**src/verilog/sod_cfg.svh**
```systemverilog
/*
 Constants of the setup options decoder: field positions, reset values and timing counts.
 Assumes it is included by bare name from every file that needs a constant.
*/
`ifndef SOD_CFG_SVH
`define SOD_CFG_SVH
`define SOD_B3_RST 8'h01
`define SOD_B4_RST 8'h80
`define SOD_B3_MASK 8'h37
`define SOD_B4_MASK 8'hc7
`define SOD_B3_CONT 5
`define SOD_B3_LIMDIS 4
`define SOD_B3_ECHO 2
`define SOD_B3_DLY_HI 1
`define SOD_B3_DLY_LO 0
`define SOD_B4_DIG_HI 7
`define SOD_B4_DIG_LO 6
`define SOD_B4_MANDIS 2
`define SOD_B4_MODE_HI 1
`define SOD_B4_MODE_LO 0
`define SOD_DIN_RST 3'h7
`define SOD_ASCII_CR 8'h0d
`define SOD_ASCII_LF 8'h0a
`define SOD_CLK_HZ 200000000
`define SOD_BAUD_MAX 38400
`define SOD_CHAR_BITS 10
`define SOD_BASE_DIV (`SOD_CLK_HZ / `SOD_BAUD_MAX)
`define SOD_DIGITS 7
`define SOD_FIFO_DEPTH 4
`endif

```
**src/verilog/sod_pkg.sv**
```systemverilog
/*
 Types of the setup options decoder.
 Assumes nothing of its surroundings.
*/
package sod_pkg;
	typedef enum logic [1:0] {
		SOD_MAN_UPDOWN = 2'b00,
		SOD_MAN_CTRL = 2'b01,
		SOD_MAN_LIM_NO = 2'b10,
		SOD_MAN_LIM_NC = 2'b11
	} sod_manual_e;
	typedef logic [7:0] sod_byte_t;
endpackage : sod_pkg

```
**src/verilog/sod_fifo.sv**
```systemverilog
/*
 Small synchronous FIFO with valid and ready on both sides and registered flags.
 Assumes one clock and an asynchronous active-high reset.
*/
`timescale 1ns/1ps
`default_nettype none
module sod_fifo #(
	parameter int unsigned WIDTH = 8,
	parameter int unsigned DEPTH = 4
) (
	input wire logic clk,
	input wire logic rst,
	input wire logic in_valid,
	input wire logic [WIDTH-1:0] in_data,
	output logic in_ready,
	output logic out_valid,
	output logic [WIDTH-1:0] out_data,
	input wire logic out_ready
);
	localparam int unsigned AW = (DEPTH > 1) ? $clog2(DEPTH) : 1;
	generate
		if (DEPTH < 2 || (DEPTH & (DEPTH - 1)) != 0) begin : g_chk
			$error("sod_fifo depth must be a power of two of at least two");
		end
	endgenerate
	logic [WIDTH-1:0] mem [DEPTH];
	logic [AW-1:0] wr_ptr_ff;
	logic [AW-1:0] rd_ptr_ff;
	logic [AW:0] count_ff;
	logic ready_ff;
	logic valid_ff;
	wire push = in_valid && ready_ff;
	wire pop = out_ready && valid_ff;
	wire [AW:0] nxt_count = count_ff + (AW+1)'(push) - (AW+1)'(pop);
	assign in_ready = ready_ff;
	assign out_valid = valid_ff;
	assign out_data = mem[rd_ptr_ff];
	always_ff @(posedge clk) begin
		if (push) begin
			mem[wr_ptr_ff] <= in_data;
		end
	end
	always_ff @(posedge clk or posedge rst) begin
		if (rst) begin
			wr_ptr_ff <= '0;
			rd_ptr_ff <= '0;
			count_ff <= '0;
			ready_ff <= 1'b1;
			valid_ff <= 1'b0;
		end else begin
			wr_ptr_ff <= wr_ptr_ff + AW'(push);
			rd_ptr_ff <= rd_ptr_ff + AW'(pop);
			count_ff <= nxt_count;
			ready_ff <= nxt_count != (AW+1)'(DEPTH);
			valid_ff <= nxt_count != '0;
		end
	end
endmodule : sod_fifo
`default_nettype wire

```
**src/verilog/sod_char_timer.sv**
```systemverilog
/*
 Baud divider and character-time delay counter.
 Assumes baud_sel is stable while a delay runs; the bit tick feeds the serial transmitter.
*/
`timescale 1ns/1ps
`default_nettype none
`include "sod_cfg.svh"
module sod_char_timer #(
	parameter int unsigned BASE_DIV = `SOD_BASE_DIV,
	parameter int unsigned CHAR_BITS = `SOD_CHAR_BITS
) (
	input wire logic clk,
	input wire logic rst,
	input wire logic [2:0] baud_sel,
	input wire logic start,
	input wire logic [2:0] units,
	output logic bit_tick,
	output logic busy,
	output logic done
);
	generate
		if (BASE_DIV < 2 || CHAR_BITS < 1 || CHAR_BITS > 16) begin : g_chk
			$error("sod_char_timer needs BASE_DIV of two or more and 1..16 bits");
		end
	endgenerate
	logic [31:0] div_ff;
	logic [6:0] tick_cnt_ff;
	logic [6:0] tick_goal_ff;
	logic tick_ff;
	logic busy_ff;
	logic done_ff;
	wire [31:0] div_last = (32'(BASE_DIV) << baud_sel) - 32'h1;
	wire div_wrap = div_ff >= div_last;
	// One spare tick covers the partial bit at the start, keeping the delay a minimum.
	wire [6:0] goal = 7'(units) * 7'(CHAR_BITS) + 7'h1;
	wire reach = busy_ff && tick_ff && (tick_cnt_ff + 7'h1 == tick_goal_ff);
	assign bit_tick = tick_ff;
	assign busy = busy_ff;
	assign done = done_ff;
	always_ff @(posedge clk or posedge rst) begin
		if (rst) begin
			div_ff <= '0;
			tick_ff <= 1'b0;
		end else begin
			div_ff <= div_wrap ? 32'h0 : div_ff + 32'h1;
			tick_ff <= div_wrap;
		end
	end
	always_ff @(posedge clk or posedge rst) begin
		if (rst) begin
			busy_ff <= 1'b0;
			done_ff <= 1'b0;
			tick_cnt_ff <= '0;
			tick_goal_ff <= '0;
		end else begin
			done_ff <= (start && units == 3'h0) || reach;
			if (start && units != 3'h0) begin
				busy_ff <= 1'b1;
				tick_cnt_ff <= '0;
				tick_goal_ff <= goal;
			end else if (reach) begin
				busy_ff <= 1'b0;
			end else if (busy_ff && tick_ff) begin
				tick_cnt_ff <= tick_cnt_ff + 7'h1;
			end
		end
	end
endmodule : sod_char_timer
`default_nettype wire

```
**src/verilog/sod_setup_decoder.sv**
```systemverilog
/*
 Setup options decoder: holds setup bytes three and four, echoes received characters, ends
 commands, times the response turn-around, masks readback digits and decodes manual inputs.
 Assumes a UART outside that delivers and sends characters, and a command parser outside that
 issues setup writes, response requests and readback values.
*/
`timescale 1ns/1ps
`default_nettype none
`include "sod_cfg.svh"
module sod_setup_decoder #(
	parameter int unsigned BASE_DIV = `SOD_BASE_DIV,
	parameter int unsigned FIFO_DEPTH = `SOD_FIFO_DEPTH
) (
	input wire logic ref_clk,
	input wire logic rst,
	input wire logic rx_valid,
	input wire logic [7:0] rx_data,
	output logic rx_ready,
	output logic tx_valid,
	output logic [7:0] tx_data,
	input wire logic tx_ready,
	output logic cmd_valid,
	output logic [7:0] cmd_data,
	output logic cmd_end,
	input wire logic su_wr,
	input wire logic [7:0] su_b3,
	input wire logic [7:0] su_b4,
	input wire logic wr_enabled,
	output logic su_refused,
	input wire logic [2:0] baud_sel,
	output logic [7:0] comm_options_setup,
	output logic [7:0] display_manual_setup,
	input wire logic resp_req,
	output logic resp_go,
	output logic resp_wait,
	output logic bit_tick,
	input wire logic rb_valid,
	input wire logic rb_output_readback,
	input wire logic rb_sign,
	input wire logic [27:0] rb_digits,
	output logic rbo_valid,
	output logic rbo_sign,
	output logic [27:0] rbo_digits,
	input wire logic [2:0] gen_input,
	output logic [2:0] din_level,
	output logic cont_in_en,
	output logic limit_check_en,
	output logic echo_en,
	output logic manual_en,
	output logic [1:0] manual_mode,
	output logic slope_up,
	output logic slope_down,
	output logic hold_out,
	output logic up_limit,
	output logic down_limit
);
	logic [7:0] setup3_ff;
	logic [7:0] setup4_ff;
	localparam logic [7:0] B3_RST_V = `SOD_B3_RST;
	localparam logic [7:0] B4_RST_V = `SOD_B4_RST;
	logic su_refused_ff;
	logic lim_chk_ff;
	logic man_en_ff;
	logic tx_valid_ff;
	logic [7:0] tx_data_ff;
	logic cmd_valid_ff;
	logic [7:0] cmd_data_ff;
	logic cmd_end_ff;
	logic last_cr_ff;
	logic resp_go_ff;
	logic rbo_valid_ff;
	logic rbo_sign_ff;
	logic [27:0] rbo_digits_ff;
	logic [2:0] din_ff;
	logic slope_up_ff;
	logic slope_down_ff;
	logic hold_ff;
	logic up_lim_ff;
	logic down_lim_ff;
	wire fifo_in_ready;
	wire fifo_out_valid;
	wire [7:0] fifo_out_data;
	wire timer_busy;
	wire timer_done;
	wire rx_take = rx_valid && fifo_in_ready;
	wire is_cr = rx_data == `SOD_ASCII_CR;
	wire drop_lf = (rx_data == `SOD_ASCII_LF) && last_cr_ff;
	wire su_accept = su_wr && wr_enabled;
	wire su_reject = su_wr && !wr_enabled;
	wire echo_on = setup3_ff[`SOD_B3_ECHO];
	wire fifo_pop = fifo_out_valid && (!tx_valid_ff || tx_ready);
	wire [2:0] delay_units = {setup3_ff[`SOD_B3_DLY_HI:`SOD_B3_DLY_LO], 1'b0};
	wire [1:0] digit_sel = setup4_ff[`SOD_B4_DIG_HI:`SOD_B4_DIG_LO];
	wire [1:0] zero_cnt = ~digit_sel;
	wire man_on = !setup4_ff[`SOD_B4_MANDIS];
	wire [1:0] mode = setup4_ff[`SOD_B4_MODE_HI:`SOD_B4_MODE_LO];
	wire dn_n = din_ff[0];
	wire up_n = din_ff[1];
	wire [27:0] masked;
	assign rx_ready = fifo_in_ready;
	assign tx_valid = tx_valid_ff;
	assign tx_data = tx_data_ff;
	assign cmd_valid = cmd_valid_ff;
	assign cmd_data = cmd_data_ff;
	assign cmd_end = cmd_end_ff;
	assign su_refused = su_refused_ff;
	assign comm_options_setup = setup3_ff;
	assign display_manual_setup = setup4_ff;
	assign resp_go = resp_go_ff;
	assign resp_wait = timer_busy;
	assign rbo_valid = rbo_valid_ff;
	assign rbo_sign = rbo_sign_ff;
	assign rbo_digits = rbo_digits_ff;
	assign din_level = din_ff;
	assign cont_in_en = setup3_ff[`SOD_B3_CONT];
	assign limit_check_en = lim_chk_ff;
	assign echo_en = echo_on;
	assign manual_en = man_en_ff;
	assign manual_mode = setup4_ff[`SOD_B4_MODE_HI:`SOD_B4_MODE_LO];
	assign slope_up = slope_up_ff;
	assign slope_down = slope_down_ff;
	assign hold_out = hold_ff;
	assign up_limit = up_lim_ff;
	assign down_limit = down_lim_ff;
	sod_fifo #(
		.WIDTH(8),
		.DEPTH(FIFO_DEPTH)
	) u_echo_fifo (
		.clk(ref_clk),
		.rst(rst),
		.in_valid(rx_valid && echo_on),
		.in_data(rx_data),
		.in_ready(fifo_in_ready),
		.out_valid(fifo_out_valid),
		.out_data(fifo_out_data),
		.out_ready(fifo_pop)
	);
	sod_char_timer #(
		.BASE_DIV(BASE_DIV),
		.CHAR_BITS(`SOD_CHAR_BITS)
	) u_timer (
		.clk(ref_clk),
		.rst(rst),
		.baud_sel(baud_sel),
		.start(resp_req),
		.units(delay_units),
		.bit_tick(bit_tick),
		.busy(timer_busy),
		.done(timer_done)
	);
	genvar gi;
	generate
		for (gi = 0; gi < `SOD_DIGITS; gi++) begin : g_mask
			assign masked[gi*4 +: 4] = (gi < 32'(zero_cnt)) ? 4'h0 : rb_digits[gi*4 +: 4];
		end
	endgenerate
	always_ff @(posedge ref_clk or posedge rst) begin
		if (rst) begin
			setup3_ff <= `SOD_B3_RST;
			setup4_ff <= `SOD_B4_RST;
			su_refused_ff <= 1'b0;
			lim_chk_ff <= !B3_RST_V[`SOD_B3_LIMDIS];
			man_en_ff <= !B4_RST_V[`SOD_B4_MANDIS];
		end else begin
			su_refused_ff <= su_reject;
			if (su_accept) begin
				setup3_ff <= su_b3 & `SOD_B3_MASK;
				setup4_ff <= su_b4 & `SOD_B4_MASK;
				lim_chk_ff <= !su_b3[`SOD_B3_LIMDIS];
				man_en_ff <= !su_b4[`SOD_B4_MANDIS];
			end
		end
	end
	always_ff @(posedge ref_clk or posedge rst) begin
		if (rst) begin
			tx_valid_ff <= 1'b0;
			tx_data_ff <= 8'h00;
		end else if (fifo_pop) begin
			tx_valid_ff <= 1'b1;
			tx_data_ff <= fifo_out_data;
		end else if (tx_ready) begin
			tx_valid_ff <= 1'b0;
		end
	end
	always_ff @(posedge ref_clk or posedge rst) begin
		if (rst) begin
			cmd_valid_ff <= 1'b0;
			cmd_data_ff <= 8'h00;
			cmd_end_ff <= 1'b0;
			last_cr_ff <= 1'b0;
		end else begin
			cmd_valid_ff <= rx_take && !drop_lf;
			cmd_end_ff <= rx_take && is_cr;
			if (rx_take) begin
				cmd_data_ff <= rx_data;
				last_cr_ff <= is_cr;
			end
		end
	end
	always_ff @(posedge ref_clk or posedge rst) begin
		if (rst) begin
			resp_go_ff <= 1'b0;
		end else begin
			resp_go_ff <= timer_done;
		end
	end
	always_ff @(posedge ref_clk or posedge rst) begin
		if (rst) begin
			rbo_valid_ff <= 1'b0;
			rbo_sign_ff <= 1'b0;
			rbo_digits_ff <= '0;
		end else begin
			rbo_valid_ff <= rb_valid;
			if (rb_valid) begin
				rbo_sign_ff <= rb_sign;
				rbo_digits_ff <= rb_output_readback ? masked : rb_digits;
			end
		end
	end
	always_ff @(posedge ref_clk or posedge rst) begin
		if (rst) begin
			din_ff <= `SOD_DIN_RST;
		end else begin
			din_ff <= gen_input;
		end
	end
	wire lim_hold = (mode == sod_pkg::SOD_MAN_LIM_NO) ? (!dn_n && !up_n) : (dn_n && up_n);
	wire lim_up = (mode == sod_pkg::SOD_MAN_LIM_NO) ? (dn_n && !up_n) : (!dn_n && up_n);
	wire lim_dn = (mode == sod_pkg::SOD_MAN_LIM_NO) ? (!dn_n && up_n) : (dn_n && !up_n);
	wire is_lim = mode[1];
	wire nxt_up = man_on && ((mode == sod_pkg::SOD_MAN_UPDOWN && !up_n && dn_n)
		|| (mode == sod_pkg::SOD_MAN_CTRL && !dn_n && !up_n));
	wire nxt_dn = man_on && ((mode == sod_pkg::SOD_MAN_UPDOWN && up_n && !dn_n)
		|| (mode == sod_pkg::SOD_MAN_CTRL && !dn_n && up_n));
	wire nxt_hold = man_on && ((mode == sod_pkg::SOD_MAN_UPDOWN && !up_n && !dn_n)
		|| (is_lim && lim_hold));
	always_ff @(posedge ref_clk or posedge rst) begin
		if (rst) begin
			slope_up_ff <= 1'b0;
			slope_down_ff <= 1'b0;
			hold_ff <= 1'b0;
			up_lim_ff <= 1'b0;
			down_lim_ff <= 1'b0;
		end else begin
			slope_up_ff <= nxt_up;
			slope_down_ff <= nxt_dn;
			hold_ff <= nxt_hold;
			up_lim_ff <= man_on && is_lim && (lim_up || lim_hold);
			down_lim_ff <= man_on && is_lim && (lim_dn || lim_hold);
		end
	end
	echo_push_a: assert property (@(posedge ref_clk) disable iff (rst)
		(rx_take && echo_on) |=> (fifo_out_valid || tx_valid_ff))
		else $error("echoed character lost");
	lf_drop_a: assert property (@(posedge ref_clk) disable iff (rst)
		(rx_take && drop_lf) |=> !cmd_valid_ff)
		else $error("linefeed after carriage return passed on");
	cr_end_a: assert property (@(posedge ref_clk) disable iff (rst)
		(rx_take && is_cr) |=> (cmd_valid_ff && cmd_end_ff))
		else $error("carriage return did not end command");
	su_refuse_a: assert property (@(posedge ref_clk) disable iff (rst)
		su_reject |=> (su_refused_ff && $stable(setup3_ff) && $stable(setup4_ff)))
		else $error("protected setup write not refused");
	cont_bit_a: assert property (@(posedge ref_clk) disable iff (rst)
		su_accept |=> (cont_in_en == $past(su_b3[5])))
		else $error("continuous input enable wrong");
	limit_bit_a: assert property (@(posedge ref_clk) disable iff (rst)
		su_accept |=> (limit_check_en == !$past(su_b3[4])))
		else $error("limit check enable wrong");
	delay_zero_a: assert property (@(posedge ref_clk) disable iff (rst)
		(resp_req && delay_units == 3'h0 && !timer_busy) |-> ##2 resp_go_ff)
		else $error("zero delay response not granted");
	delay_min_a: assert property (@(posedge ref_clk) disable iff (rst)
		(resp_req && delay_units != 3'h0) |=> (!resp_go_ff) [*8])
		else $error("response granted before delay");
	mask_three_a: assert property (@(posedge ref_clk) disable iff (rst)
		(rb_valid && rb_output_readback && digit_sel == 2'b00) |=> rbo_digits_ff[11:0] == 12'h000)
		else $error("three trailing digits not zeroed");
	mask_other_a: assert property (@(posedge ref_clk) disable iff (rst)
		(rb_valid && !rb_output_readback) |=> rbo_digits_ff == $past(rb_digits))
		else $error("non readback data altered");
	man_off_a: assert property (@(posedge ref_clk) disable iff (rst)
		$past(setup4_ff[2]) |-> !(slope_up_ff || slope_down_ff || hold_ff || up_lim_ff))
		else $error("manual action while disabled");
	updown_a: assert property (@(posedge ref_clk) disable iff (rst)
		(man_on && mode == 2'b00 && din_ff == 3'h1) |=> (slope_up_ff && !slope_down_ff))
		else $error("up input did not slope up");
	echo_c: cover property (@(posedge ref_clk) disable iff (rst) tx_valid_ff && tx_ready);
	grant_c: cover property (@(posedge ref_clk) disable iff (rst) timer_busy ##1 resp_go_ff);
	refuse_c: cover property (@(posedge ref_clk) disable iff (rst) su_refused_ff);
	masked_c: cover property (@(posedge ref_clk) disable iff (rst)
		rb_valid && rb_output_readback && digit_sel != 2'b11);
endmodule : sod_setup_decoder
`default_nettype wire

```
**config.mk**
```make
export PLATFORM = sky130hd
export DESIGN_NAME = sod_setup_decoder
export DESIGN_NICKNAME = d
export VERILOG_FILES = /design/src/verilog/sod_pkg.sv /design/src/verilog/sod_fifo.sv /design/src/verilog/sod_char_timer.sv /design/src/verilog/sod_setup_decoder.sv
export VERILOG_INCLUDE_DIRS = /design/src /design/src/verilog
export SDC_FILE = /design/constraint.sdc
export NUM_CORES = 1
export LEC_CHECK = 0
export BUFFER_PORTS_ARGS = -buffer_cell sky130_fd_sc_hd__clkbuf_2
export CAP_MARGIN = 5
export CORE_MARGIN = 2
export CORE_UTILIZATION = 55
export DETAILED_ROUTE_END_ITERATION = 7
export GPL_TIMING_DRIVEN = 1
export PLACE_DENSITY_LB_ADDON = 0.1
export REMOVE_ABC_BUFFERS = 1
export SYNTH_ARGS = -nofsm -noshare
export SYNTH_HDL_FRONTEND = slang
export SYNTH_SLANG_ARGS = --single-unit
```
**constraint.sdc**
```tcl
create_clock -name ref_clk -period 5.69 [get_ports ref_clk]
set_clock_uncertainty 0.15 [all_clocks]
set_input_delay 1.4225 -clock ref_clk [delete_from_list [all_inputs] [get_ports ref_clk]]
set_output_delay 1.4225 -clock ref_clk [all_outputs]
set_load 0.01 [all_outputs]
```
Yosys cells after proc, flatten, opt, wreduce, memory -nomap -nowiden
Memory sizes are Yosys's and may differ from the RTL's. A register that Yosys moved wholly into a read port is not among the register bits.
Cells that the tools add are included.
Word-level totals
  bits in writable memories: 32
  register bits after elaboration: 122
  output and inout port bits: 84
  input port bits: 68
  memories kept: 1
  word-level logic and storage cells: 127
Memories
  u_echo_fifo.mem: words 4, width 8, read ports 1, clocked after Yosys merged registers in 1, write ports 1, RTL line sod_fifo.sv:26  | logic [WIDTH-1:0] mem [DEPTH];
Cells by class
  muxes and demuxes: 17
  reduce and logical (&&, ||, !) cells: 56
  bitwise logic cells: 1
  $mul: 1
  magnitude comparators: 4
  equal/unequal tests: 7
  shift operators: 1
  add/sub/neg operators: 8
Operators by type and width (count)
  1-bit logical AND: 33
  32-bit by 1-bit adder with 32-bit output, second input constant: 1
  32-bit greater-or-equal comparator: 1
  32-bit two-way mux: 1
  13-bit by 3-bit << shifter with 32-bit output, first input constant: 1
  32-bit by 1-bit subtractor with 32-bit output, second input constant: 1
  7-bit two-way mux: 3
  8-bit by 4-bit == test with 1-bit output, second input constant: 2
  7-bit by 1-bit adder with 7-bit output, second input constant: 2
  12-bit two-way mux: 1
  4-bit two-way mux: 3
  1-bit two-way mux: 9
  1-bit logical NOT: 8
  7-bit == test: 1
  1-bit logical OR: 7
  2-bit nonzero test: 3
  3-bit nonzero test: 2
  2-bit by 3-bit multiplier with 5-bit output, second input constant: 1
  2-bit by 1-bit adder with 2-bit output: 2
  1-bit by 2-bit less-than comparator with 1-bit output, first input constant: 2
  3-bit by 1-bit adder with 3-bit output: 1
  3-bit logical NOT: 1
  3-bit inequality test, second input constant: 1
  3-bit by 1-bit subtractor with 3-bit output: 1
  7 further kinds: 7

Longest topological paths before layout
Gate-level depths: netlist of the first run.
  depth after elaboration: 6
  depth in mapped cells: 17
  depth with buffers taken out: 14

Cells and area by module
From an unflattened synthesis of the first run, not the netlist that was laid out.
Unflattened totals
  cell total of the unflattened synthesis: 607
  area, all modules: 7602.3 um2
By module, submodules not included
  sod_char_timer: cells an instance 330, seq. area each 1226.2 um2, area an instance 3183.1 um2, times used 1
  sod_setup_decoder: cells an instance 204, seq. area each 1810.5 um2, area an instance 2861.5 um2, times used 1
  sod_fifo: cells an instance 73, seq. area each 1187.4 um2, area an instance 1557.7 um2, times used 1

Least setup slack after synthesis of the first run
No wires, ideal clock.
  path type: input to register
  from: input port baud_sel[0]
  to: register u_timer.div_ff[14]
  arrival: 4.590 ns
  path buffers: 3
  required time: 5.469 ns
  setup slack: 0.878 ns
  cell stages on the path: 17
  library setup time: 0.071 ns
  cells stage by stage: clkbuf_1 > inv_1 > ha_1 > clkbuf_1 > nand2_1 > ha_1 > nor4bb_1 > a31oi_1 > o31a_1 > a21oi_1 > ha_1 > nand3_1 > a211o_1 > a21oi_1 > or4_4 > buf_6 > nor2_1
On the way
  cells in the longest elaborated chain, start to end: 4
Ends and longest elaborated chain
  start, declared: RTL line sod_setup_decoder.sv:30  | input wire logic [2:0] baud_sel,
  13-bit by 3-bit << shifter with 32-bit output: RTL line sod_char_timer.sv:32  | wire [31:0] div_last = (32'(BASE_DIV) << baud_sel) - 32'h1;
  32-bit by 1-bit subtractor with 32-bit output: RTL line sod_char_timer.sv:32
  32-bit greater-or-equal comparator: RTL line sod_char_timer.sv:33  | wire div_wrap = div_ff >= div_last;
  named net u_timer.div_wrap: RTL line sod_char_timer.sv:33
  32-bit two-way mux: RTL line sod_char_timer.sv:45  | div_ff <= div_wrap ? 32'h0 : div_ff + 32'h1;
  end signal, assigned: RTL line sod_char_timer.sv:45
  end, declared: RTL line sod_char_timer.sv:26  | logic [31:0] div_ff;
The timed path passes the listed nets, and every way through them passes these cells.
A chain may end at the register's enable or synchronous reset.

Final worst setup path of the first run
  from: input port baud_sel[0]
  to: register u_timer.div_ff[9]
On the way
  cells in the longest elaborated chain, start to end: 4
Ends and longest elaborated chain (RTL line)
  13-bit by 3-bit << shifter with 32-bit output: sod_char_timer.sv:32
  32-bit by 1-bit subtractor with 32-bit output: sod_char_timer.sv:32
  32-bit greater-or-equal comparator: sod_char_timer.sv:33
  32-bit two-way mux: sod_char_timer.sv:45
No other way between the ends.

==> metrics.yaml, run 1 <==
cts_htree_levels: 4
diodes: 0
routed-via-count: 4779
power-per-cell-area_nw_per_um2: 379
route.detailed.wl_per_inst_um: 15.5
setup-tns-final_ns: 0
worstSkewPairLatency_ns: 0.41
final_net_count: 822
synthesis.instances: 572
final_antenna_net_count: 0
area_delta_synth_final_pct: 20.3
grt_max_degree: 69
cts_made_buffers: 17
finalSetupViolCount: 0
endpoint_required_time_on_the_critical_path_ns: 5.88
async_reset_ff_share_pct: 79.7
hold_slack_ns: 0.207
post_synth.cell_area_avg_um2: 12.4
slew-limit-headroom_pct: 43.5
hold_class: "reg -> reg"
critical_path.endpoint_type: "flip-flop"
synth-seq-cells: 158
floorplan.rows: 41
initialDrtViolationCount: 244
layout_worst_path_cycle_share_pct: 85.1
netlist-cell-type-count: 61
cts_sinks: 158
layout.core_utilization_pct: 67.7
pwr-share-seq_pct: 45.4
clock_tree.root_cell: "sky130_fd_sc_hd__clkbuf_16"
synth.yosys.warnings: 0
synth-seq-area-share_pct: 58.0
dieHeight_um: 118
setup_buffers_after_cts: 0
outcome: "finished, final reports clean"
die_area_um2: 13800
most-common-layout-cells: "sky130_fd_sc_hd__clkbuf_2, sky130_fd_sc_hd__dfrtp_1, sky130_fd_sc_hd__nand2_1"
number_of_antenna_violations_at_the_first_check_in_global_routing: 0
cts.reportedPaths.clkPinSlew_ns: 0.06
avgViaCountPerCell: 5.27
max_cap_violations: 0
drt_drc_violations_left: 0
p_int_mw: 2.34
start_kind: "primary input"
worst-slew-pin-transition_ns: 0.848
criticalPathCategory: "in -> reg"
switching_share_pct: 27.8
post_synthesis_instance_area_um2: 7110
placement.io_buffers: 139
worstPathArrival_ns: 5.03
hold_viol: 0
setup_repair_after_global_routing_missed_its_margin: "false"
dp_hpwl_um: 10000
cellLeakagePower_nw: 3.90
power.share.clock_pct: 34.7
peakVddDrop_uv: 226
pwr-share-comb_pct: 19.9
drt_first_pass_iters: 4
start_util_pct: 56.3
final_max_slew_viol_count: 0
power.net_switching_mw: 0.902
mostFrequentLayoutCell: "sky130_fd_sc_hd__clkbuf_2"
chipWidth_um: 118
clockBufferDepth: 2
grt_pass1_wl_um: 23900
critPathMaxFanout: 22
io-pin-count: 152
grt_use_total_pct: 21.6
grt_remaining_overflow: 0
synth_edf_count: 32
yosys_most_used_dff: "sky130_fd_sc_hd__dfrtp_1"
routabilityCongestion: 0.846
post_cts_resized: 0
achievable-frequency_ghz: 0.206
tritoncts_clock_tree: "yes"
core_area_um2: 12600
post_route_cells_drive_above_1_share_pct: 32.8
postCtsHoldBufs: 0
detail_route.wirelength_um: 14000
number_of_global_route_vias_before_repair: 4889
final.min_clock_period_ns: 4.84
state kept, by name (all words and copies together), names as in the netlist, 5 cells and up:
register	cells
u_timer.tick_cnt_ff	7
cmd_data	8
u_echo_fifo.mem	32
tx_data	8
rbo_digits	28
comm_options_setup	5
display_manual_setup	5
u_timer.div_ff	32
path summary, 6_finish.rpt:
path                                         from                                  end  slack (ns)  cells after the start
setup / recovery                      baud_sel[0]          u_timer.div_ff[9]$_DFF_PP0_        0.85                     15
hold / removal             u_timer.done$_DFF_PP0_                    resp_go$_DFF_PP0_        0.21                      0
setup reg to reg             tx_valid$_DFFE_PP0P_      u_echo_fifo.out_valid$_DFF_PP0_        2.93                     11
hold reg to reg            u_timer.done$_DFF_PP0_                    resp_go$_DFF_PP0_        0.21                      0
max in group asynchronous                     rst  display_manual_setup[7]$_DFFE_PP1P_        3.38                      3
min in group asynchronous                     rst   u_timer.tick_cnt_ff[5]$_DFFE_PP0P_        1.02                      2
through the flow:
stage	cells	power (mW)	area, um^2	worst slack (ns)
global route	906	3.41	8550	0.633
global placement	873	2.10	7940	0.567
detailed placement	873	2.13	7940	0.470
floorplan	557	1.88	6990	0.775
CTS	905	3.27	8540	0.897
finish	906	3.24	8550	0.846
cell families (layout without fill, tap and decap cells):
group | after synthesis | in the layout | share of synthesized area (%)
other cells | 1 | 17 | 0.0528
compound gates | 75 | 75 | 6.81
flops | 158 | 158 | 58.0
buf+inv | 59 | 205 | 3.94
mux | 53 | 53 | 9.63
fa+ha+maj | 33 | 33 | 5.92
xor+xnor | 33 | 33 | 4.07
simple gates | 160 | 160 | 11.5
layout make-up:
cell class | instances | area (um^2)
tap | 172 | 215
clock inverter | 11 | 131
timing repair buffer | 145 | 738
fill | 939 | 4070
inverter | 28 | 108
sequential | 158 | 4120
clock buffer | 21 | 472
multi-input combinational | 371 | 2760
power by group through the flow:
| stage | clock [mW] | sequential [mW] | combinational (mW) |
|---|---|---|---|
| 3_3_place_gp | 0 | 1.48 | 0.621 |
| 2_1_floorplan | 0 | 1.50 | 0.375 |
| 5_1_grt | 1.20 | 1.49 | 0.716 |
| 6_report | 1.13 | 1.47 | 0.645 |
| 3_5_place_dp | 0 | 1.49 | 0.641 |
| 4_1_cts | 1.15 | 1.47 | 0.650 |
routing by layer:
metal / share of wire [%] / vias up / GRT usage, %
li1: - / 2310 / -
met1: 43 / 2340 / 27.4
met2: 51 / 120 / 36.0
met3: 5.0 / 9 / 6.64
met4: 0.82 / 0 / 6.33
met5: 0 / - / 0
worst max-delay path, cell delays in order:
cell                       delay [ns]
sky130_fd_sc_hd__clkbuf_2        0.21
sky130_fd_sc_hd__inv_1           0.30
sky130_fd_sc_hd__ha_1            0.37
sky130_fd_sc_hd__nand2_1         0.12
sky130_fd_sc_hd__ha_1            0.28
sky130_fd_sc_hd__or2_2           0.29
sky130_fd_sc_hd__a31oi_1         0.32
sky130_fd_sc_hd__o31a_1          0.19
sky130_fd_sc_hd__a21oi_1         0.05
sky130_fd_sc_hd__ha_1            0.33
sky130_fd_sc_hd__nand3_1         0.09
sky130_fd_sc_hd__a211o_1         0.12
sky130_fd_sc_hd__a21oi_1         0.08
sky130_fd_sc_hd__or4_4           0.70
sky130_fd_sc_hd__nor2_1          0.16
synthesized netlist by cell type, drive strengths merged (5+ instances only):
cell | number | share of area, %
nand3 | 12 | 0.85
a21oi | 18 | 1.3
and3 | 7 | 0.62
dfstp | 8 | 3.0
or3 | 7 | 0.62
nor3 | 8 | 0.56
xnor2 | 15 | 1.8
o22ai | 13 | 1.1
o21ai | 14 | 0.99
nor2b | 6 | 0.53
nand2b | 5 | 0.44
mux2 | 43 | 6.8
and4 | 5 | 0.62
inv | 27 | 1.4
mux4 | 8 | 2.5
nor2 | 40 | 2.1
ha | 32 | 5.6
edfxtp | 32 | 14
nand4 | 7 | 0.62
nand2 | 44 | 2.3
xor2 | 18 | 2.2
dfrtp | 118 | 42
buf | 19 | 1.8
clkbuf | 12 | 0.63
(Power assumes the default switching activity.)
==> run 2, diff against run 1 <==
--- a/config.mk
+++ b/config.mk
@@ -9,11 +9,12 @@
 export BUFFER_PORTS_ARGS = -buffer_cell sky130_fd_sc_hd__clkbuf_2
 export CAP_MARGIN = 5
 export CORE_MARGIN = 2
-export CORE_UTILIZATION = 55
+export CORE_UTILIZATION = 59
 export DETAILED_ROUTE_END_ITERATION = 7
 export GPL_TIMING_DRIVEN = 1
 export PLACE_DENSITY_LB_ADDON = 0.1
 export REMOVE_ABC_BUFFERS = 1
+export SKIP_LAST_GASP = 1
 export SYNTH_ARGS = -nofsm -noshare
 export SYNTH_HDL_FRONTEND = slang
 export SYNTH_SLANG_ARGS = --single-unit
==> constraint.sdc (replaced) <==
create_clock -name ref_clk -period 5.8 [get_ports ref_clk]
set_clock_uncertainty 0.15 [all_clocks]
set_input_delay 1.45 -clock ref_clk [delete_from_list [all_inputs] [get_ports ref_clk]]
set_output_delay 1.45 -clock ref_clk [all_outputs]
set_load 0.01 [all_outputs]
==> metrics.yaml, run 2 (synthesis gave the netlist of run 1 again) <==
dieHeight_um: 114  # -3.3%
critPathMaxFanout: 22  # unchanged
layout.core_utilization_pct: 71.6  # +3.8 points
setup_buffers_after_cts: 0  # unchanged
hold_class: "reg -> reg"
most-common-layout-cells: "sky130_fd_sc_hd__clkbuf_2, sky130_fd_sc_hd__dfrtp_1, sky130_fd_sc_hd__nand2_1"
hold_slack_ns: 0.199  # -0.00810 ns
final.min_clock_period_ns: 4.83
grt_use_total_pct: 23.7  # +2.1 points
grt_max_degree: 65  # -5.8%
finalSetupViolCount: 0  # unchanged
postCtsHoldBufs: 0  # unchanged
peakVddDrop_uv: 239  # +6.0%
clockBufferDepth: 2  # unchanged
totalPowerFinal_mw: 3.15  # -2.8%
cellLeakagePower_nw: 3.88  # -0.37%
cts_htree_levels: 4  # unchanged
start_kind: "primary input"
avgViaCountPerCell: 5.56  # +5.3%
r2r-end: "u_timer.tick_cnt_ff[4]$_DFFE_PP0P_"
diodes: 0  # unchanged
layout_worst_path_cycle_share_pct: 83.2
detail_route.wirelength_um: 14200  # +0.76%
worstPathArrival_ns: 5.03  # about the same
chipWidth_um: 114  # -3.3%
setup-tns-final_ns: 0  # unchanged
reg2reg_depth: 7  # -4
floorplan.rows: 40  # -2.4%
routabilityCongestion: 0.852  # +0.60%
power-per-cell-area_nw_per_um2: 371  # -2.1%
number_of_antenna_violations_at_the_first_check_in_global_routing: 0  # unchanged
setup_repair_after_global_routing_missed_its_margin: "false"
drt_drc_violations_left: 0  # unchanged
achievable-frequency_ghz: 0.207
outcome: "finished, final reports clean"
dp_hpwl_um: 9940  # -1.1%
holdPathStages: 0  # unchanged
max_cap_violations: 0  # unchanged
drt_first_pass_iters: 5  # +1
die_area_um2: 12900  # -6.6%
clock_tree.root_cell: "sky130_fd_sc_hd__clkbuf_16"
final_antenna_net_count: 0  # unchanged
number_of_global_route_vias_before_repair: 4978  # +1.8%
hold_wc_startpoint: "u_timer.done$_DFF_PP0_"
cts_made_buffers: 17  # unchanged
post_cts_resized: 0  # unchanged
slew-limit-headroom_pct: 23.2  # -20 points
core_area_um2: 11900  # -6.0%
route.detailed.wl_per_inst_um: 16.1  # +3.7%
post_route_cells_drive_above_1_share_pct: 33.0  # +0.18 points
hold_viol: 0  # unchanged
grt_pass1_wl_um: 23900  # -0.35%
rr_startpoint: "u_timer.tick_cnt_ff[0]$_DFFE_PP0P_"
stdcell_count: 880  # -2.9%
criticalPathCategory: "in -> reg"
final_net_count: 821  # -0.12%
tritoncts_clock_tree: "yes"
mostFrequentLayoutCell: "sky130_fd_sc_hd__clkbuf_2"
min_delay_worst_endpoint: "resp_go$_DFF_PP0_"
worst-slew-pin-transition_ns: 1.13  # +0.287 ns
placement.io_buffers: 139  # unchanged
cts_sinks: 158  # unchanged
final_max_slew_viol_count: 0  # unchanged
routed-via-count: 4890  # +2.3%
initialDrtViolationCount: 319  # +31%
critical_path.endpoint_type: "flip-flop"
grt_remaining_overflow: 0  # unchanged
io-pin-count: 152  # unchanged
cts.reportedPaths.clkPinSlew_ns: 0.07  # about the same
start_util_pct: 59.9  # +3.6 points
area_delta_synth_final_pct: 19.5
rrSetupSlack_ns: 2.95  # +0.02 ns
worstSkewPairLatency_ns: 0.43  # +0.02 ns
endpoint_required_time_on_the_critical_path_ns: 6.01  # +0.13 ns
placed_cells_incl_taps: 848  # -2.9%
[run 2: changes by cell type in the layout (fill, tap and decap cells not counted), sizes merged]
cell and delta:
clkbuf -4, inv +4, bufinv -1, buf -1, clkinv +1
[run 2: final cells by class]
| cell class | count | area, um^2 |
|---|---|---|
| multi-input combinational | 371 | 2760 |
| timing repair buffer | 144 | 733 |
| sequential | 158 | 4120 |
| tap | 147 | 184 |
| clock inverter | 15 | 154 |
| fill | 815 | 3370 |
| inverter | 28 | 108 |
| clock buffer | 17 | 425 |
[run 2: how the worst max path moves through the flow]
stage,startpoint,to,slack [ns],cells past startpoint
after floorplan,rst,cmd_data[0]$_DFFE_PP0P_,0.86,1
after global placement,baud_sel[0],u_timer.div_ff[20]$_DFF_PP0_,0.76,15
after detailed placement,baud_sel[0],u_timer.div_ff[2]$_DFF_PP0_,0.62,15
after CTS,baud_sel[0],u_timer.div_ff[7]$_DFF_PP0_,1.05,15
after global routing,baud_sel[0],u_timer.div_ff[4]$_DFF_PP0_,0.78,15
final,baud_sel[0],u_timer.div_ff[7]$_DFF_PP0_,0.97,15
[run 2: per-layer routing]
layer  track usage (%)  part of all wire [%]
met2              39.0                    51
met4              7.32                   1.5
met5                 0                     0
met3              7.17                   5.5
met1              30.6                    42
[run 2: through the flow]
| stage | worst slack, ns | instance area (um^2) |
|---|---|---|
| after CTS | 1.05 | 8490 |
| after global routing | 0.784 | 8490 |
| after floorplan | 0.857 | 6990 |
| final | 0.973 | 8490 |
| after global placement | 0.760 | 7910 |
| after detailed placement | 0.616 | 7910 |
[run 2: power breakdown]
group	internal, mW	switching [mW]	total [mW]
clock	0.605	0.471	1.08
sequential	1.30	0.139	1.44
combinational	0.311	0.320	0.630
total	2.22	0.929	3.15
[run 2: worst max-delay path, cell delays in order]
cell                       delay, ns
sky130_fd_sc_hd__clkbuf_2       0.21
sky130_fd_sc_hd__inv_1          0.28
sky130_fd_sc_hd__ha_1           0.38
sky130_fd_sc_hd__nand2_1        0.12
sky130_fd_sc_hd__ha_1           0.29
sky130_fd_sc_hd__or2_2          0.30
sky130_fd_sc_hd__a31oi_1        0.30
sky130_fd_sc_hd__o31a_1         0.18
sky130_fd_sc_hd__a21oi_1        0.05
sky130_fd_sc_hd__ha_1           0.34
sky130_fd_sc_hd__nand3_1        0.10
sky130_fd_sc_hd__a211o_1        0.11
sky130_fd_sc_hd__a21oi_1        0.06
sky130_fd_sc_hd__or4_4          0.69
sky130_fd_sc_hd__nor2_1         0.17
==> run 3, diff against run 2 <==
--- a/config.mk
+++ b/config.mk
@@ -9,7 +9,7 @@
 export BUFFER_PORTS_ARGS = -buffer_cell sky130_fd_sc_hd__clkbuf_2
 export CAP_MARGIN = 5
 export CORE_MARGIN = 2
-export CORE_UTILIZATION = 59
+export CORE_UTILIZATION = 49
 export DETAILED_ROUTE_END_ITERATION = 7
 export GPL_TIMING_DRIVEN = 1
 export PLACE_DENSITY_LB_ADDON = 0.1
==> constraint.sdc (replaced) <==
create_clock -name ref_clk -period 4.3 [get_ports ref_clk]
set_clock_uncertainty 0.15 [all_clocks]
set_input_delay 1.075 -clock ref_clk [delete_from_list [all_inputs] [get_ports ref_clk]]
set_output_delay 1.075 -clock ref_clk [all_outputs]
set_load 0.01 [all_outputs]
==> metrics.yaml, run 3 (synthesis gave the netlist of run 1 again) <==
outcome: "finished, final reports clean"
clockBufferDepth: 2  # unchanged
cts_sinks: 158  # unchanged
routed-via-count: 4853  # -0.76%
stdcell_count: 927  # +5.3%
finalInstanceArea_um2: 8630  # +1.6%
most-common-layout-cells: "sky130_fd_sc_hd__clkbuf_2, sky130_fd_sc_hd__dfrtp_1, sky130_fd_sc_hd__nand2_1"
criticalPathCategory: "in -> reg"
cellLeakagePower_nw: 3.94  # +1.6%
grt_pass1_wl_um: 24000  # +0.64%
timing.critical_path.slowest_stage_cell: "sky130_fd_sc_hd__or4_4"
grt_use_total_pct: 19.1  # -4.6 points
max_cap_violations: 0  # unchanged
final.min_clock_period_ns: 3.80
peakVddDrop_uv: 350  # +46%
setup_repair_after_global_routing_missed_its_margin: "false"
hold_class: "reg -> reg"
kind_of_cell_with_the_highest_combined_delay_on_the_critical_path: "simple AND/OR/NAND/NOR gates"
setup-tns-final_ns: 0  # unchanged
crit_buf_inv: 2  # unchanged
detail_route.wirelength_um: 14000  # -1.3%
number_of_global_route_vias_before_repair: 4967  # -0.22%
tritoncts_clock_tree: "yes"
chipWidth_um: 124  # +9.4%
worstPathArrival_ns: 3.99  # -1.04 ns
multiInputGateArea_um2: 2760  # unchanged
clock_tree.root_cell: "sky130_fd_sc_hd__clkbuf_16"
io-pin-count: 152  # unchanged
route.detailed.wl_per_inst_um: 15.1  # -6.3%
floorplan.rows: 44  # +10%
area_delta_synth_final_pct: 21.4
finalSetupViolCount: 0  # unchanged
post_dp_cell_area_um2: 8040  # +1.7%
endpoint_required_time_on_the_critical_path_ns: 4.49  # -1.52 ns
placed_cells_incl_taps: 895  # +5.5%
final_max_slew_viol_count: 0  # unchanged
hold_slack_ns: 0.214  # +0.0149 ns
drt_first_pass_iters: 4  # -1
start_util_pct: 49.5  # -10 points
hold_viol: 0  # unchanged
worstSkewPairLatency_ns: 0.42  # about the same
diodes: 0  # unchanged
final_antenna_net_count: 0  # unchanged
routabilityCongestion: 0.835  # -1.9%
initialDrtViolationCount: 207  # -35%
cts.reportedPaths.clkPinSlew_ns: 0.07  # about the same
path_cells: "clkbuf_2 > inv_1 > ha_1 > nand2b_1 > nor2_1 > nor4bb_1 > a31oi_1 > o31a_1 > a21oi_1 > ha_1 > nand3_1 > a211o_1 > a21oi_1 > or4_4 > nor2_1"
placement.io_buffers: 139  # unchanged
post_route_cells_drive_above_1_share_pct: 33.9  # +0.90 points
achievable-frequency_ghz: 0.263
cts_made_buffers: 17  # unchanged
die_area_um2: 15500  # +20%
worst-slew-pin-transition_ns: 1.20  # +0.0686 ns
grt_remaining_overflow: 0  # unchanged
grt_max_degree: 78  # +20%
num-fill-cells: 1170  # +44%
avgViaCountPerCell: 5.24  # -5.8%
critical_path.endpoint_type: "flip-flop"
layout_worst_path_cycle_share_pct: 88.3
slew-limit-headroom_pct: 18.5  # -4.6 points
postCtsHoldBufs: 0  # unchanged
drt_drc_violations_left: 0  # unchanged
dp_hpwl_um: 10000  # +1.1%
critPathMaxFanout: 22  # unchanged
number_of_antenna_violations_at_the_first_check_in_global_routing: 0  # unchanged
core_area_um2: 14400  # +21%
setup_buffers_after_cts: 0  # unchanged
start_kind: "primary input"
power-per-cell-area_nw_per_um2: 493  # +33%
dieHeight_um: 124  # +9.4%
post_cts_resized: 0  # unchanged
seqCellArea_um2: 4120  # unchanged
longest_individual_stage_delay_on_the_worst_path_ns: 0.69  # about the same
cts_htree_levels: 4  # unchanged
final_net_count: 831  # +1.2%
mostFrequentLayoutCell: "sky130_fd_sc_hd__clkbuf_2"
[run 3: final cells by class]
class                           instances  share of cell area, %
Sequential cell                       158                   47.8
Multi-Input combinational cell        371                   32.0
Timing Repair Buffer                  154                   9.52
Clock buffer                           17                   4.93
Tap cell                              184                   2.67
Clock inverter                         15                   1.81
Inverter                               28                   1.25
[run 3: per-stage QoR]
step | total power [mW] | worst slack [ns] | util, %
final | 4.26 | 0.503 | 60.0
after global routing | 4.50 | 0.189 | 60.0
after CTS | 4.31 | 0.525 | 60.0
after detailed placement | 2.83 | 0.0830 | 56.0
after global placement | 2.79 | 0.195 | 56.0
after floorplan | 2.48 | -0.268 | -
[run 3: power breakdown]
group          internal (mW)  switching, mW
Sequential              1.76          0.182
Clock                  0.781          0.680
Combinational          0.427          0.429
[run 3: worst reg2reg max path: stages (launching register included)]
cell,delay (ns)
sky130_fd_sc_hd__dfrtp_1,0.45
sky130_fd_sc_hd__ha_1,0.33
sky130_fd_sc_hd__and4_1,0.30
sky130_fd_sc_hd__and3_1,0.17
sky130_fd_sc_hd__o21ai_1,0.08
sky130_fd_sc_hd__o311ai_1,1.01
sky130_fd_sc_hd__o21ai_0,0.19
sky130_fd_sc_hd__a21oi_1,0.21
[run 3: path summary, 6_finish.rpt]
path,start,end,slack [ns],cells past startpoint
max,baud_sel[0],u_timer.div_ff[4]$_DFF_PP0_,0.50,15
max in group asynchronous,rst,comm_options_setup[0]$_DFFE_PP1P_,2.44,3
min,u_timer.done$_DFF_PP0_,resp_go$_DFF_PP0_,0.21,0
max reg2reg,u_timer.tick_cnt_ff[0]$_DFFE_PP0P_,u_timer.tick_cnt_ff[2]$_DFFE_PP0P_,1.33,7
min in group asynchronous,rst,tx_data[5]$_DFFE_PP0P_,0.71,2
min reg2reg,u_timer.done$_DFF_PP0_,resp_go$_DFF_PP0_,0.21,0
[run 3: layer usage]
layer  vias to the layer above  share of wire (%)  GRT usage [%]
met1                      2379                 43           24.2
li1                       2326                  -              -
met4                         0                2.3           7.20
met3                        23                5.5           5.80
met2                       125                 49           31.1
met5                         -                  0              0
